## config.mk

```make
export PLATFORM = sky130hd
export DESIGN_NAME = timer_capture_compare_pwm
export DESIGN_NICKNAME = d
export VERILOG_FILES = /design/src/inc/tmr_pkg.sv /design/src/logic/timer_capture_compare_pwm.sv /design/src/logic/in_filter.sv /design/src/logic/cc_channel.sv
export SDC_FILE = /design/constraint.sdc
export NUM_CORES = 1
export LEC_CHECK = 0
export BUFFER_PORTS_ARGS = -buffer_cell sky130_fd_sc_hd__buf_2
export CAP_MARGIN = 0
export CORE_MARGIN = 1
export CORE_UTILIZATION = 45
export DETAILED_ROUTE_END_ITERATION = 7
export REMOVE_ABC_BUFFERS = 1
export SETUP_SLACK_MARGIN = 0.2
export SLEW_MARGIN = 30
export SYNTH_ARGS = -nofsm -noshare
export SYNTH_HDL_FRONTEND = slang
export SYNTH_SLANG_ARGS = --single-unit
```

## constraint.sdc

```tcl
create_clock -name clock -period 2.52 [get_ports clock]
set_clock_uncertainty 0.2 [all_clocks]
set_input_delay 0.378 -clock clock [delete_from_list [all_inputs] [get_ports clock]]
set_output_delay 0.378 -clock clock [all_outputs]
set_load 0.01 [all_outputs]
```

## src/inc/tmr_pkg.sv

```systemverilog
// package: register map, field layout and types of the timer/counter unit
package tmr_pkg;
  // ----------------------------------------
  // register byte offsets
  // ----------------------------------------
  localparam logic [7:0] OFS_CTRL = 8'h00; // run, count source, dead-time enable
  localparam logic [7:0] OFS_TOP = 8'h04; // wrap value of the counter
  localparam logic [7:0] OFS_COUNT = 8'h08; // counter, writable
  localparam logic [7:0] OFS_STATUS = 8'h0C; // sticky events, cleared by read
  localparam logic [7:0] OFS_MASK = 8'h10; // interrupt enables, same layout
  localparam logic [7:0] OFS_DTIME = 8'h14; // dead time in clock cycles
  localparam logic [7:0] OFS_CH_BASE = 8'h20; // first channel config word
  localparam logic [7:0] CH_REGION_MASK = 8'hE0; // selects the channel region
  localparam int CH_VAL_BIT = 2; // set: channel value word, clear: config word
  localparam int CH_IDX_LSB = 3; // channel index lives in addr[4:3]
  // ----------------------------------------
  // field positions
  // ----------------------------------------
  localparam int CTRL_RUN = 0; // counter runs
  localparam int CTRL_EXT = 1; // count external events instead of clocks
  localparam int CTRL_DTEN = 2; // dead-time insertion, unit 0 only
  localparam int ST_OVF = 0; // overflow flag
  localparam int ST_CH_LSB = 1; // channel flags start here
  localparam int CHC_W = 4; // width of a channel config word
  localparam int DT_W = 8; // width of the dead-time count
  // ----------------------------------------
  // reset values
  // ----------------------------------------
  localparam logic [31:0] RST_TOP = 32'hFFFFFFFF; // full range until set
  localparam logic [DT_W-1:0] RST_DTIME = 8'h00; // shortest gap, one cycle when enabled
  localparam logic [1:0] HTRANS_NONSEQ = 2'h2; // htrans[1] marks a transfer
  // ----------------------------------------
  // types
  // ----------------------------------------
  typedef enum logic [1:0] {MODE_OFF, MODE_CAPTURE, MODE_COMPARE, MODE_PWM} mode_e;
  typedef enum logic [1:0] {EDGE_RISE, EDGE_FALL, EDGE_BOTH, EDGE_NONE} edge_e;
  typedef struct packed {
    edge_e edge_sel; // capture edge, bits 3:2
    mode_e mode; // channel mode, bits 1:0
  } chan_cfg_s;
  typedef struct packed {
    logic hsel; // slave select
    logic [31:0] haddr; // byte address
    logic [1:0] htrans; // transfer type
    logic hwrite; // write when high
    logic [2:0] hsize; // only words are used
    logic [31:0] hwdata; // write data, data phase
  } ahb_req_s;
  typedef struct packed {
    logic [31:0] hrdata; // read data, data phase
    logic hreadyout; // always ready
    logic hresp; // always okay
  } ahb_rsp_s;
endpackage

```

## src/logic/timer_capture_compare_pwm.sv

```systemverilog
// timer/counter with capture, compare and pwm channels on an ahb-lite slave
// Function
// - narrow unit: 16-bit counter, four channels
// - wide unit: same, 32-bit counter and values
// - each channel: capture, compare or pwm
// - capture copies counter on selected event
// - compare output toggles when counter meets value
// - pwm waveform follows written compare values
// - dead time only in unit zero
// - count clocks or external events, software selects
// - event pulses go to routing network
//
// The AHB-Lite register port and the placing of the registers were left to the implementer.
`timescale 1ns/10ps
module timer_capture_compare_pwm #(
  parameter int CNT_W = 16, // 16 narrow unit, 32 wide unit
  parameter int NUM_CH = 4, // channels, at most four
  parameter int UNIT_INDEX = 0 // unit number within its kind
) (
  input wire logic clock, // 10 MHz system clock
  input wire logic rst_n, // synchronous reset, active low
  input wire logic ce, // clock enable, freezes all state
  input tmr_pkg::ahb_req_s ahb_i, // ahb-lite request signals
  input wire logic hready, // bus ready
  output tmr_pkg::ahb_rsp_s ahb_o, // ahb-lite response signals
  input wire logic cnt_evt_in, // external count event pin
  input wire logic [NUM_CH-1:0] cap_in, // capture input pins
  output logic [NUM_CH-1:0] ch_out, // channel outputs
  output logic [NUM_CH-1:0] ch_out_n, // complementary outputs
  output logic [NUM_CH:0] evt_out, // event pulses, bit 0 overflow
  output logic irq // interrupt level
);
  import tmr_pkg::*;
  // ----------------------------------------
  // helpers
  // ----------------------------------------
  // widen a counter-sized value to a bus word
  function automatic logic [31:0] to_word(input logic [CNT_W-1:0] v);
    logic [31:0] w;
    w = '0;
    w[CNT_W-1:0] = v;
    return w;
  endfunction
  // address lies in the region of an existing channel
  function automatic logic ch_addr(input logic [7:0] a);
    return ((a & CH_REGION_MASK) == OFS_CH_BASE) && (int'(a[4:CH_IDX_LSB]) < NUM_CH);
  endfunction
  // ----------------------------------------
  // declarations
  // ----------------------------------------
  logic run; // counter enabled
  logic src_ext; // count external events
  logic dt_en; // dead-time insertion on
  logic [CNT_W-1:0] top; // wrap value
  logic [CNT_W-1:0] count; // the counter
  logic [NUM_CH:0] status; // sticky events
  logic [NUM_CH:0] mask; // interrupt enables
  logic [DT_W-1:0] dtime; // dead time in cycles
  chan_cfg_s ch_cfg [NUM_CH]; // channel configs
  logic [CNT_W-1:0] ch_val [NUM_CH]; // channel values
  logic [NUM_CH-1:0] wave; // raw channel waveforms
  logic [NUM_CH-1:0] ch_hit; // channel event pulses
  logic [NUM_CH-1:0] cap_rise; // capture input rose
  logic [NUM_CH-1:0] cap_fall; // capture input fell
  logic [NUM_CH-1:0] wr_val; // value write strobes
  logic cnt_rise; // external count event
  logic tick; // counter advances
  logic wrap; // counter wraps
  logic addr_ok; // valid address phase
  logic wr_pend; // write data phase pending
  logic [7:0] wr_addr; // latched write address
  logic [7:0] rd_addr; // address of this address phase
  logic [31:0] next_rdata; // read mux
  logic [31:0] hrdata; // registered read data
  logic [NUM_CH:0] ev_set; // events this cycle
  logic [NUM_CH:0] ev_clr; // status read clears
  logic wdt; // any write data phase
  // ----------------------------------------
  // input synchronisers
  // ----------------------------------------
  in_filter u_cnt_in (
    .clock(clock),
    .rst_n(rst_n),
    .ce(ce),
    .din(cnt_evt_in),
    .level(),
    .rise(cnt_rise),
    .fall()
  );
  for (genvar i = 0; i < NUM_CH; i++) begin : g_cap
    in_filter u_cap (
      .clock(clock),
      .rst_n(rst_n),
      .ce(ce),
      .din(cap_in[i]),
      .level(),
      .rise(cap_rise[i]),
      .fall(cap_fall[i])
    );
  end
  // ----------------------------------------
  // ahb-lite slave
  // ----------------------------------------
  // zero wait states: every transfer completes in its first data cycle
  assign addr_ok = ahb_i.hsel && hready && ahb_i.htrans[1];
  assign rd_addr = ahb_i.haddr[7:0];
  assign wdt = wr_pend && hready;
  assign ahb_o.hrdata = hrdata;
  assign ahb_o.hreadyout = 1'b1;
  assign ahb_o.hresp = 1'b0;
  // latch the address phase of a write
  always_ff @(posedge clock) begin
    if (!rst_n) begin
      wr_pend <= 1'b0;
      wr_addr <= 8'h00;
    end else if (ce) begin
      wr_pend <= addr_ok && ahb_i.hwrite;
      if (addr_ok) begin
        wr_addr <= rd_addr;
      end
    end
  end
  // read mux on the address phase; unmapped words read zero
  always_comb begin
    next_rdata = '0;
    if (rd_addr == OFS_CTRL) begin
      next_rdata[CTRL_RUN] = run;
      next_rdata[CTRL_EXT] = src_ext;
      next_rdata[CTRL_DTEN] = dt_en;
    end else if (rd_addr == OFS_TOP) begin
      next_rdata = to_word(top);
    end else if (rd_addr == OFS_COUNT) begin
      next_rdata = to_word(count);
    end else if (rd_addr == OFS_STATUS) begin
      next_rdata[NUM_CH:0] = status;
    end else if (rd_addr == OFS_MASK) begin
      next_rdata[NUM_CH:0] = mask;
    end else if (rd_addr == OFS_DTIME) begin
      next_rdata[DT_W-1:0] = dtime;
    end else if (ch_addr(rd_addr)) begin
      if (rd_addr[CH_VAL_BIT]) begin
        next_rdata = to_word(ch_val[rd_addr[4:CH_IDX_LSB]]);
      end else begin
        next_rdata[CHC_W-1:0] = ch_cfg[rd_addr[4:CH_IDX_LSB]];
      end
    end
  end
  // read data register, presented in the data phase
  always_ff @(posedge clock) begin
    if (!rst_n) begin
      hrdata <= 32'h00000000;
    end else if (ce) begin
      if (addr_ok && !ahb_i.hwrite) begin
        hrdata <= next_rdata;
      end
    end
  end
  // ----------------------------------------
  // control registers
  // ----------------------------------------
  // dead-time enable stays zero outside unit 0
  always_ff @(posedge clock) begin
    if (!rst_n) begin
      run <= 1'b0;
      src_ext <= 1'b0;
      dt_en <= 1'b0;
      top <= RST_TOP[CNT_W-1:0];
      mask <= '0;
      dtime <= RST_DTIME;
    end else if (ce && wdt) begin
      if (wr_addr == OFS_CTRL) begin
        run <= ahb_i.hwdata[CTRL_RUN];
        src_ext <= ahb_i.hwdata[CTRL_EXT];
        dt_en <= (UNIT_INDEX == 0) && ahb_i.hwdata[CTRL_DTEN];
      end else if (wr_addr == OFS_TOP) begin
        top <= ahb_i.hwdata[CNT_W-1:0];
      end else if (wr_addr == OFS_MASK) begin
        mask <= ahb_i.hwdata[NUM_CH:0];
      end else if (wr_addr == OFS_DTIME) begin
        dtime <= ahb_i.hwdata[DT_W-1:0];
      end
    end
  end
  // channel config words
  always_ff @(posedge clock) begin
    if (!rst_n) begin
      for (int i = 0; i < NUM_CH; i++) begin
        ch_cfg[i] <= '{edge_sel: EDGE_RISE, mode: MODE_OFF};
      end
    end else if (ce && wdt && ch_addr(wr_addr) && !wr_addr[CH_VAL_BIT]) begin
      ch_cfg[wr_addr[4:CH_IDX_LSB]] <= chan_cfg_s'(ahb_i.hwdata[CHC_W-1:0]);
    end
  end
  // value write strobes per channel
  always_comb begin
    for (int i = 0; i < NUM_CH; i++) begin
      wr_val[i] = wdt && ch_addr(wr_addr) && wr_addr[CH_VAL_BIT] && (int'(wr_addr[4:CH_IDX_LSB]) == i);
    end
  end
  // ----------------------------------------
  // counter
  // ----------------------------------------
  assign tick = run && (src_ext ? cnt_rise : 1'b1);
  assign wrap = tick && (count == top);
  // a software write of the count wins over counting
  always_ff @(posedge clock) begin
    if (!rst_n) begin
      count <= '0;
    end else if (ce) begin
      if (wdt && wr_addr == OFS_COUNT) begin
        count <= ahb_i.hwdata[CNT_W-1:0];
      end else if (wrap) begin
        count <= '0;
      end else if (tick) begin
        count <= count + 1'b1;
      end
    end
  end
  // ----------------------------------------
  // channels
  // ----------------------------------------
  for (genvar i = 0; i < NUM_CH; i++) begin : g_ch
    cc_channel #(
      .W(CNT_W)
    ) u_ch (
      .clock(clock),
      .rst_n(rst_n),
      .ce(ce),
      .cfg(ch_cfg[i]),
      .count(count),
      .tick(tick),
      .wrap(wrap),
      .in_rise(cap_rise[i]),
      .in_fall(cap_fall[i]),
      .wr_val(wr_val[i]),
      .wdata(ahb_i.hwdata[CNT_W-1:0]),
      .value(ch_val[i]),
      .wave(wave[i]),
      .hit(ch_hit[i])
    );
  end
  // ----------------------------------------
  // status, interrupt and event outputs
  // ----------------------------------------
  assign ev_set = {ch_hit, wrap};
  assign ev_clr = (addr_ok && !ahb_i.hwrite && rd_addr == OFS_STATUS) ? status : '0;
  // set wins over the read clear, so no event is lost
  always_ff @(posedge clock) begin
    if (!rst_n) begin
      status <= '0;
    end else if (ce) begin
      status <= (status & ~ev_clr) | ev_set;
    end
  end
  // interrupt follows status one cycle later
  always_ff @(posedge clock) begin
    if (!rst_n) begin
      irq <= 1'b0;
    end else if (ce) begin
      irq <= |(status & mask);
    end
  end
  // event pulses toward the routing network
  always_ff @(posedge clock) begin
    if (!rst_n) begin
      evt_out <= '0;
    end else if (ce) begin
      evt_out <= ev_set;
    end
  end
  // ----------------------------------------
  // output stage and dead time
  // ----------------------------------------
  if (UNIT_INDEX == 0) begin : g_dt
    logic [DT_W-1:0] dt_cnt [NUM_CH]; // remaining gap cycles
    logic [NUM_CH-1:0] last; // waveform being driven
    // on each change both outputs go low for dtime+1 cycles, which trades
    // a little pulse width for never driving both sides at once
    always_ff @(posedge clock) begin
      if (!rst_n) begin
        for (int i = 0; i < NUM_CH; i++) begin
          dt_cnt[i] <= '0;
        end
        last <= '0;
        ch_out <= '0;
        ch_out_n <= '0;
      end else if (ce) begin
        for (int i = 0; i < NUM_CH; i++) begin
          if (!dt_en) begin
            dt_cnt[i] <= '0;
            last[i] <= wave[i];
            ch_out[i] <= wave[i];
            ch_out_n[i] <= ~wave[i];
          end else if (wave[i] != last[i]) begin
            last[i] <= wave[i];
            dt_cnt[i] <= dtime;
            ch_out[i] <= 1'b0;
            ch_out_n[i] <= 1'b0;
          end else if (dt_cnt[i] != '0) begin
            dt_cnt[i] <= dt_cnt[i] - 1'b1;
          end else begin
            ch_out[i] <= last[i];
            ch_out_n[i] <= ~last[i];
          end
        end
      end
    end
    a_dead_gap: assert property (@(posedge clock) disable iff (!rst_n)
      dt_en |-> (ch_out & ch_out_n) == '0)
      else $error("both complementary outputs high");
  end else begin : g_nodt
    // plain complementary pair, no gap logic in this unit
    always_ff @(posedge clock) begin
      if (!rst_n) begin
        ch_out <= '0;
        ch_out_n <= '0;
      end else if (ce) begin
        ch_out <= wave;
        ch_out_n <= ~wave;
      end
    end
  end
  // ----------------------------------------
  // checks
  // ----------------------------------------
  a_wrap_zero: assert property (@(posedge clock) disable iff (!rst_n)
    ce && wrap && !(wdt && wr_addr == OFS_COUNT) |=> count == '0)
    else $error("counter did not wrap to zero");
  a_count_step: assert property (@(posedge clock) disable iff (!rst_n)
    ce && tick && !wrap && !(wdt && wr_addr == OFS_COUNT) |=> count == $past(count) + 1'b1)
    else $error("counter did not advance by one");
  a_ovf_flag: assert property (@(posedge clock) disable iff (!rst_n)
    ce && wrap |=> status[ST_OVF])
    else $error("wrap without overflow flag");
  a_ext_hold: assert property (@(posedge clock) disable iff (!rst_n)
    ce && run && src_ext && !cnt_rise && !(wdt && wr_addr == OFS_COUNT) |=> count == $past(count))
    else $error("counted without an external event");
  a_event_out: assert property (@(posedge clock) disable iff (!rst_n)
    ce |=> evt_out == $past(ev_set))
    else $error("event pulse does not follow its cause");
  a_chan_flag: assert property (@(posedge clock) disable iff (!rst_n)
    ce && ch_hit[0] |=> status[ST_CH_LSB])
    else $error("channel event without flag");
  a_irq_level: assert property (@(posedge clock) disable iff (!rst_n)
    ce ##1 ce |=> irq == |($past(status & mask)))
    else $error("interrupt level wrong");
  c_wrap: cover property (@(posedge clock) disable iff (!rst_n) ce && wrap);
  c_capture: cover property (@(posedge clock) disable iff (!rst_n) ch_cfg[0].mode == MODE_CAPTURE && ch_hit[0]);
  c_pwm_high: cover property (@(posedge clock) disable iff (!rst_n) ch_cfg[0].mode == MODE_PWM && $rose(wave[0]));
  c_read_clear: cover property (@(posedge clock) disable iff (!rst_n) ev_clr != '0);
endmodule

```

## src/logic/in_filter.sv

```systemverilog
// input synchroniser with agreement filter and edge pulses
`timescale 1ns/10ps
module in_filter (
  input wire logic clock, // system clock
  input wire logic rst_n, // synchronous reset, active low
  input wire logic ce, // clock enable
  input wire logic din, // asynchronous input
  output logic level, // filtered level
  output logic rise, // one-cycle pulse on accepted rise
  output logic fall // one-cycle pulse on accepted fall
);
  logic s1; // first stage, read only by s2
  logic s2; // second stage
  logic s3; // third stage
  // ----------------------------------------
  // three-stage synchroniser
  // ----------------------------------------
  always_ff @(posedge clock) begin
    if (!rst_n) begin
      s1 <= 1'b0;
      s2 <= 1'b0;
      s3 <= 1'b0;
    end else if (ce) begin
      s1 <= din;
      s2 <= s1;
      s3 <= s2;
    end
  end
  // accept a change only when stages two and three agree
  always_ff @(posedge clock) begin
    if (!rst_n) begin
      level <= 1'b0;
      rise <= 1'b0;
      fall <= 1'b0;
    end else if (ce) begin
      rise <= (s2 == s3) && s3 && !level;
      fall <= (s2 == s3) && !s3 && level;
      if (s2 == s3) begin
        level <= s3;
      end
    end
  end
endmodule

```

## src/logic/cc_channel.sv

```systemverilog
// one capture / compare / pwm channel
`timescale 1ns/10ps
module cc_channel #(
  parameter int W = 16 // counter width
) (
  input wire logic clock, // system clock
  input wire logic rst_n, // synchronous reset, active low
  input wire logic ce, // clock enable
  input tmr_pkg::chan_cfg_s cfg, // mode and capture edge
  input wire logic [W-1:0] count, // running counter
  input wire logic tick, // counter advances this cycle
  input wire logic wrap, // counter wraps this cycle
  input wire logic in_rise, // capture input rose
  input wire logic in_fall, // capture input fell
  input wire logic wr_val, // software writes the value
  input wire logic [W-1:0] wdata, // value written
  output logic [W-1:0] value, // compare value or captured count
  output logic wave, // channel waveform
  output logic hit // one-cycle event pulse
);
  import tmr_pkg::*;
  logic [W-1:0] pwm_act; // threshold of the running pwm period
  logic cap_evt; // selected capture edge seen
  logic match; // counter meets the value
  // ----------------------------------------
  // event selection
  // ----------------------------------------
  always_comb begin
    case (cfg.edge_sel)
      EDGE_RISE: cap_evt = in_rise;
      EDGE_FALL: cap_evt = in_fall;
      EDGE_BOTH: cap_evt = in_rise | in_fall;
      default: cap_evt = 1'b0;
    endcase
  end
  assign match = tick && (count == value);
  // in capture mode only a capture loads the value; software writes are ignored
  always_ff @(posedge clock) begin
    if (!rst_n) begin
      value <= '0;
    end else if (ce) begin
      if (cfg.mode == MODE_CAPTURE && cap_evt) begin
        value <= count;
      end else if (wr_val && cfg.mode != MODE_CAPTURE) begin
        value <= wdata;
      end
    end
  end
  // pwm threshold reloads at wrap so a written value takes effect from the next period
  always_ff @(posedge clock) begin
    if (!rst_n) begin
      pwm_act <= '0;
    end else if (ce) begin
      if (cfg.mode != MODE_PWM || wrap) begin
        pwm_act <= value;
      end
    end
  end
  // waveform per mode
  always_ff @(posedge clock) begin
    if (!rst_n) begin
      wave <= 1'b0;
    end else if (ce) begin
      case (cfg.mode)
        MODE_COMPARE: begin
          if (match) begin
            wave <= ~wave;
          end
        end
        MODE_PWM: wave <= (count < pwm_act);
        default: wave <= 1'b0;
      endcase
    end
  end
  // event pulse for flags and the routing network
  always_ff @(posedge clock) begin
    if (!rst_n) begin
      hit <= 1'b0;
    end else if (ce) begin
      hit <= (cfg.mode == MODE_CAPTURE) ? cap_evt : (cfg.mode != MODE_OFF) && match;
    end
  end
  // ----------------------------------------
  // checks
  // ----------------------------------------
  a_capture_copy: assert property (@(posedge clock) disable iff (!rst_n)
    ce && cfg.mode == MODE_CAPTURE && cap_evt |=> value == $past(count))
    else $error("capture did not store the counter");
  a_compare_toggle: assert property (@(posedge clock) disable iff (!rst_n)
    ce && cfg.mode == MODE_COMPARE && match |=> wave != $past(wave))
    else $error("compare match did not toggle output");
  a_pwm_level: assert property (@(posedge clock) disable iff (!rst_n)
    ce && cfg.mode == MODE_PWM |=> wave == ($past(count) < $past(pwm_act)))
    else $error("pwm level wrong");
  a_hit_pulse: assert property (@(posedge clock) disable iff (!rst_n)
    ce && cfg.mode == MODE_COMPARE && match |=> hit)
    else $error("compare match without event");
endmodule

```

==> impl_results.md <==
* Status: finished clean
* Die width at 200.2 µm
* Area after DPL at 18920 µm²
* Main flop type after synthesis: dfxtp_1
* CTS root buf: clkbuf_16
* Largest net degree at the start of global routing at 92
* RePlAce Congestion at 0.9016
* Min-delay worst type: input port to register
* Overall fraction of global-route tracks in use at 0.2598
* First-pass GRT wire length at 82.26 mm
* Antenna Cells at 0
* Drt pass-1 iters at 5
* Pwr per Cell Area at 558.8 nW/µm²
* WHS at 32.14 ps
* Measured slew at the worst slew-check pin at 632.5 ps
* Overflow after GRT at 0
* Critical path, cell by cell: xnor2_2 -> nand4_1 -> nor3_4 -> nand2_4 -> a31oi_4 -> clkbuf_16 -> mux2i_1
* Fmax at 0.4378 GHz
* Die area at 40090 µm²
* Critical path peak fanout at 8
* Vias post-DR at 14970
* Count of pins over their slew limit at 0
* Detailed Route WL at 53.15 mm
* Reg clk slew, reported paths at 60 ps
* Clk sinks at 309
* Final net count at 2274
* Sequential share of the synthesized area at 0.3770
* Tmin final at 2284 ps
* Max_slew headroom at 0.5739
* Syn. warnings at 0
* Slowest cell on the critical path: dfxtp_2
* First DRT Iteration DRCs at 1036
* Post-synth top area cell: dfxtp_1
* Worst setup EP type: register
* Final Hold Viols at 0
* Layout cell share with drive strength beyond 1 at 0.1439
* Initial Utilization at 0.4565
* FF+latch count, synth at 309
* Worst Path Arrival at 2550 ps
* Top cells by area, synth: dfxtp_1 (30%), mux2i_1 (10%), edfxtp_1 (8.2%)
* CTS tree: done
* Post-detail-place hpwl at 38.03 mm
* Critical path class: register to register
* VDD IR-drop max at 0.4688 mV
* Initial antenna violation count at 0
* Area growth from synthesis to layout at 16.35%
* H-Tree Depth at 2
* Setup-failing EPs final at 0
* Delay-heaviest family, CP: simple AND/OR/NAND/NOR gates
* Row count at 72
* Total CTS buffers at 36
* Slowest stage delay, CP at 360 ps
* Final Cycle Share at 0.9064
* Die Span Y at 200.2 µm
* Final setup margin at 236.0 ps
* Vias in the first global route at 14270
* I/O Buffers at 65
* Synth unique cells at 73
* Core Box Area at 38740 µm²
* Worst EP required at 2780 ps
* Number of synthesized flops with an enable pin at 48
* Max-cap violations at 0
* Vias per inst at 5.644
* RSZ-0062 raised after global routing: yes
* P_leak at 7.900 nW
* Synth Instances at 2027
* Total chip power at 11.50 mW
* Post-Syn Area at 17680 µm²
* Clock Latency Late Sink at 540 ps
* CTS max path bufs at 3
* Pre-CTS setup slack at 88.09 ps
* Final Cell Area at 20570 µm²
* Fraction of registers with async set/reset at 0
* Remaining antenna violation count after routing at 0
* Element type at the critical path start: register
* IO Pins at 128
* Wire length per cell at 20.04 µm
* Yosys top cell area share at 0.2955
* DRC at 0
* WP buf/inv at 1
* Avg Inst Size Synth at 8.724 µm²
## flip-flops by register name (all words and copies together), names as in the netlist, 5 cells and up
name	cells
g_ch.u_ch.pwm_act	64
g_ch.u_ch.value	64
g_dt.dt_cnt	32
ch_cfg	16
count	16
hrdata	16
top	16
dtime	8
wr_addr	8
evt_out	5
mask	5
status	5
## worst paths after layout
kind                                 start  cells after the start                 endpoint  slack, ps
worst max-delay path             count[12]                      7  g_ch[3].u_ch.pwm_act[4]        240
worst min-delay path             ahb_i[13]                      3                  top[13]         30
worst max register to register   count[12]                      7  g_ch[3].u_ch.pwm_act[4]        240
worst min register to register  hrdata[11]                      2               hrdata[11]        250
## routing by layer
layer  wire length (µm)  global-route usage
met1              23630              0.3522
met2              24700              0.4271
met3               3337             0.03238
met4               1487             0.08599
met5                  0                   0
## logic make-up after synthesis
logic type      Yosys count  synth area share
fa+ha+maj                86           0.06085
other cells               2         0.0004247
buf+inv                 266           0.06821
compound gates          372            0.1351
flops                   309            0.3770
mux                     197            0.1257
simple gates            687            0.1789
xor+xnor                108           0.05392
## power by group
part	leakage, nW	switching, mW	internal, mW	total, mW
clock network	0.605	2.16	3.43	5.59
logic	4.66	0.480	0.293	0.773
registers	2.63	0.0632	5.07	5.13
total	7.90	2.71	8.79	11.5
## what timing repair did
item                                   CTS  global route
setup buffers                            0             5
pin swaps                                1             6
resized for setup                        5            33
hold buffers                            17             0
gates cloned                             0             1
endpoints found under the hold margin   17             0
setup endpoints to repair               69            95
## through the flow
step | util | instances | TNS, ps
floorplan | - | 1879 | -38880
detailed placement | 0.4884 | 2565 | 0
global route | 0.5311 | 2652 | 0
global placement | 0.4884 | 2565 | 0
CTS | 0.5258 | 2646 | 0
finish | 0.5311 | 2652 | 0
## worst register-to-register path, delay by kind of cell, from the launching register on
kind	cells	cell delay, ps
and+or+nand+nor	3	680
DFF	1	360
AOI/OAI and AO/OA	1	310
xor gates and xnor gates	1	250
buffers and inverters	1	230
muxes	1	180
## cells in the final DEF, fill, tap and decap left out, drive strengths merged, types with 5 or more instances in the layout
cell type	instances
nand3	52
or4	5
xor2	45
conb	18
nor2	174
nor3	22
a21oi	97
nand2	298
a21o	12
inv	101
o31ai	5
dfxtp	261
dlygate4sd3	17
o21ai	99
edfxtp	48
buf	173
a31oi	20
nor4	22
o22ai	6
nor2b	19
clkinv	8
xnor2	63
o21a	11
and3	9
nand4	33
mux2i	177
bufinv	6
a22oi	13
clkbuf	48
a22o	8
mux4	20
o211ai	7
or3	9
ha	86
nand2b	16
nand3b	9
a211oi	69
## cells in the mapped netlist, types with 8 or more instances
cell        n
nor4_1     18
or3_1       9
ha_1       86
a21o_1     12
xor2_1     45
a21oi_1    97
edfxtp_1   48
a22o_1      8
inv_1     100
buf_1      18
a211oi_1   69
o21a_1     11
buf_4      25
clkbuf_1   79
o21ai_1     8
nand3b_1    9
a31oi_1    16
dfxtp_1   261
nor3_1     21
mux4_2     20
nand4_1    33
o21ai_0    90
nor2_1    173
nor2b_1    19
mux2i_1   177
nand3_1    52
nand2_1   297
a22oi_1    13
nand2b_1   16
buf_2      35
xnor2_1    62
and3_1      9
## final cells by class
| type | count | area, µm² |
|---|---|---|
| clock buffers | 47 | 1003 |
| clock inverters | 17 | 252.7 |
| fillers | 3589 | 18160 |
| inverters | 102 | 385.4 |
| multi-input cells | 1468 | 10020 |
| flip-flops and latches | 309 | 6683 |
| well taps | 518 | 648.1 |
| repair buffers | 191 | 1582 |
No activity file was read; power rests on OpenSTA's default activity.
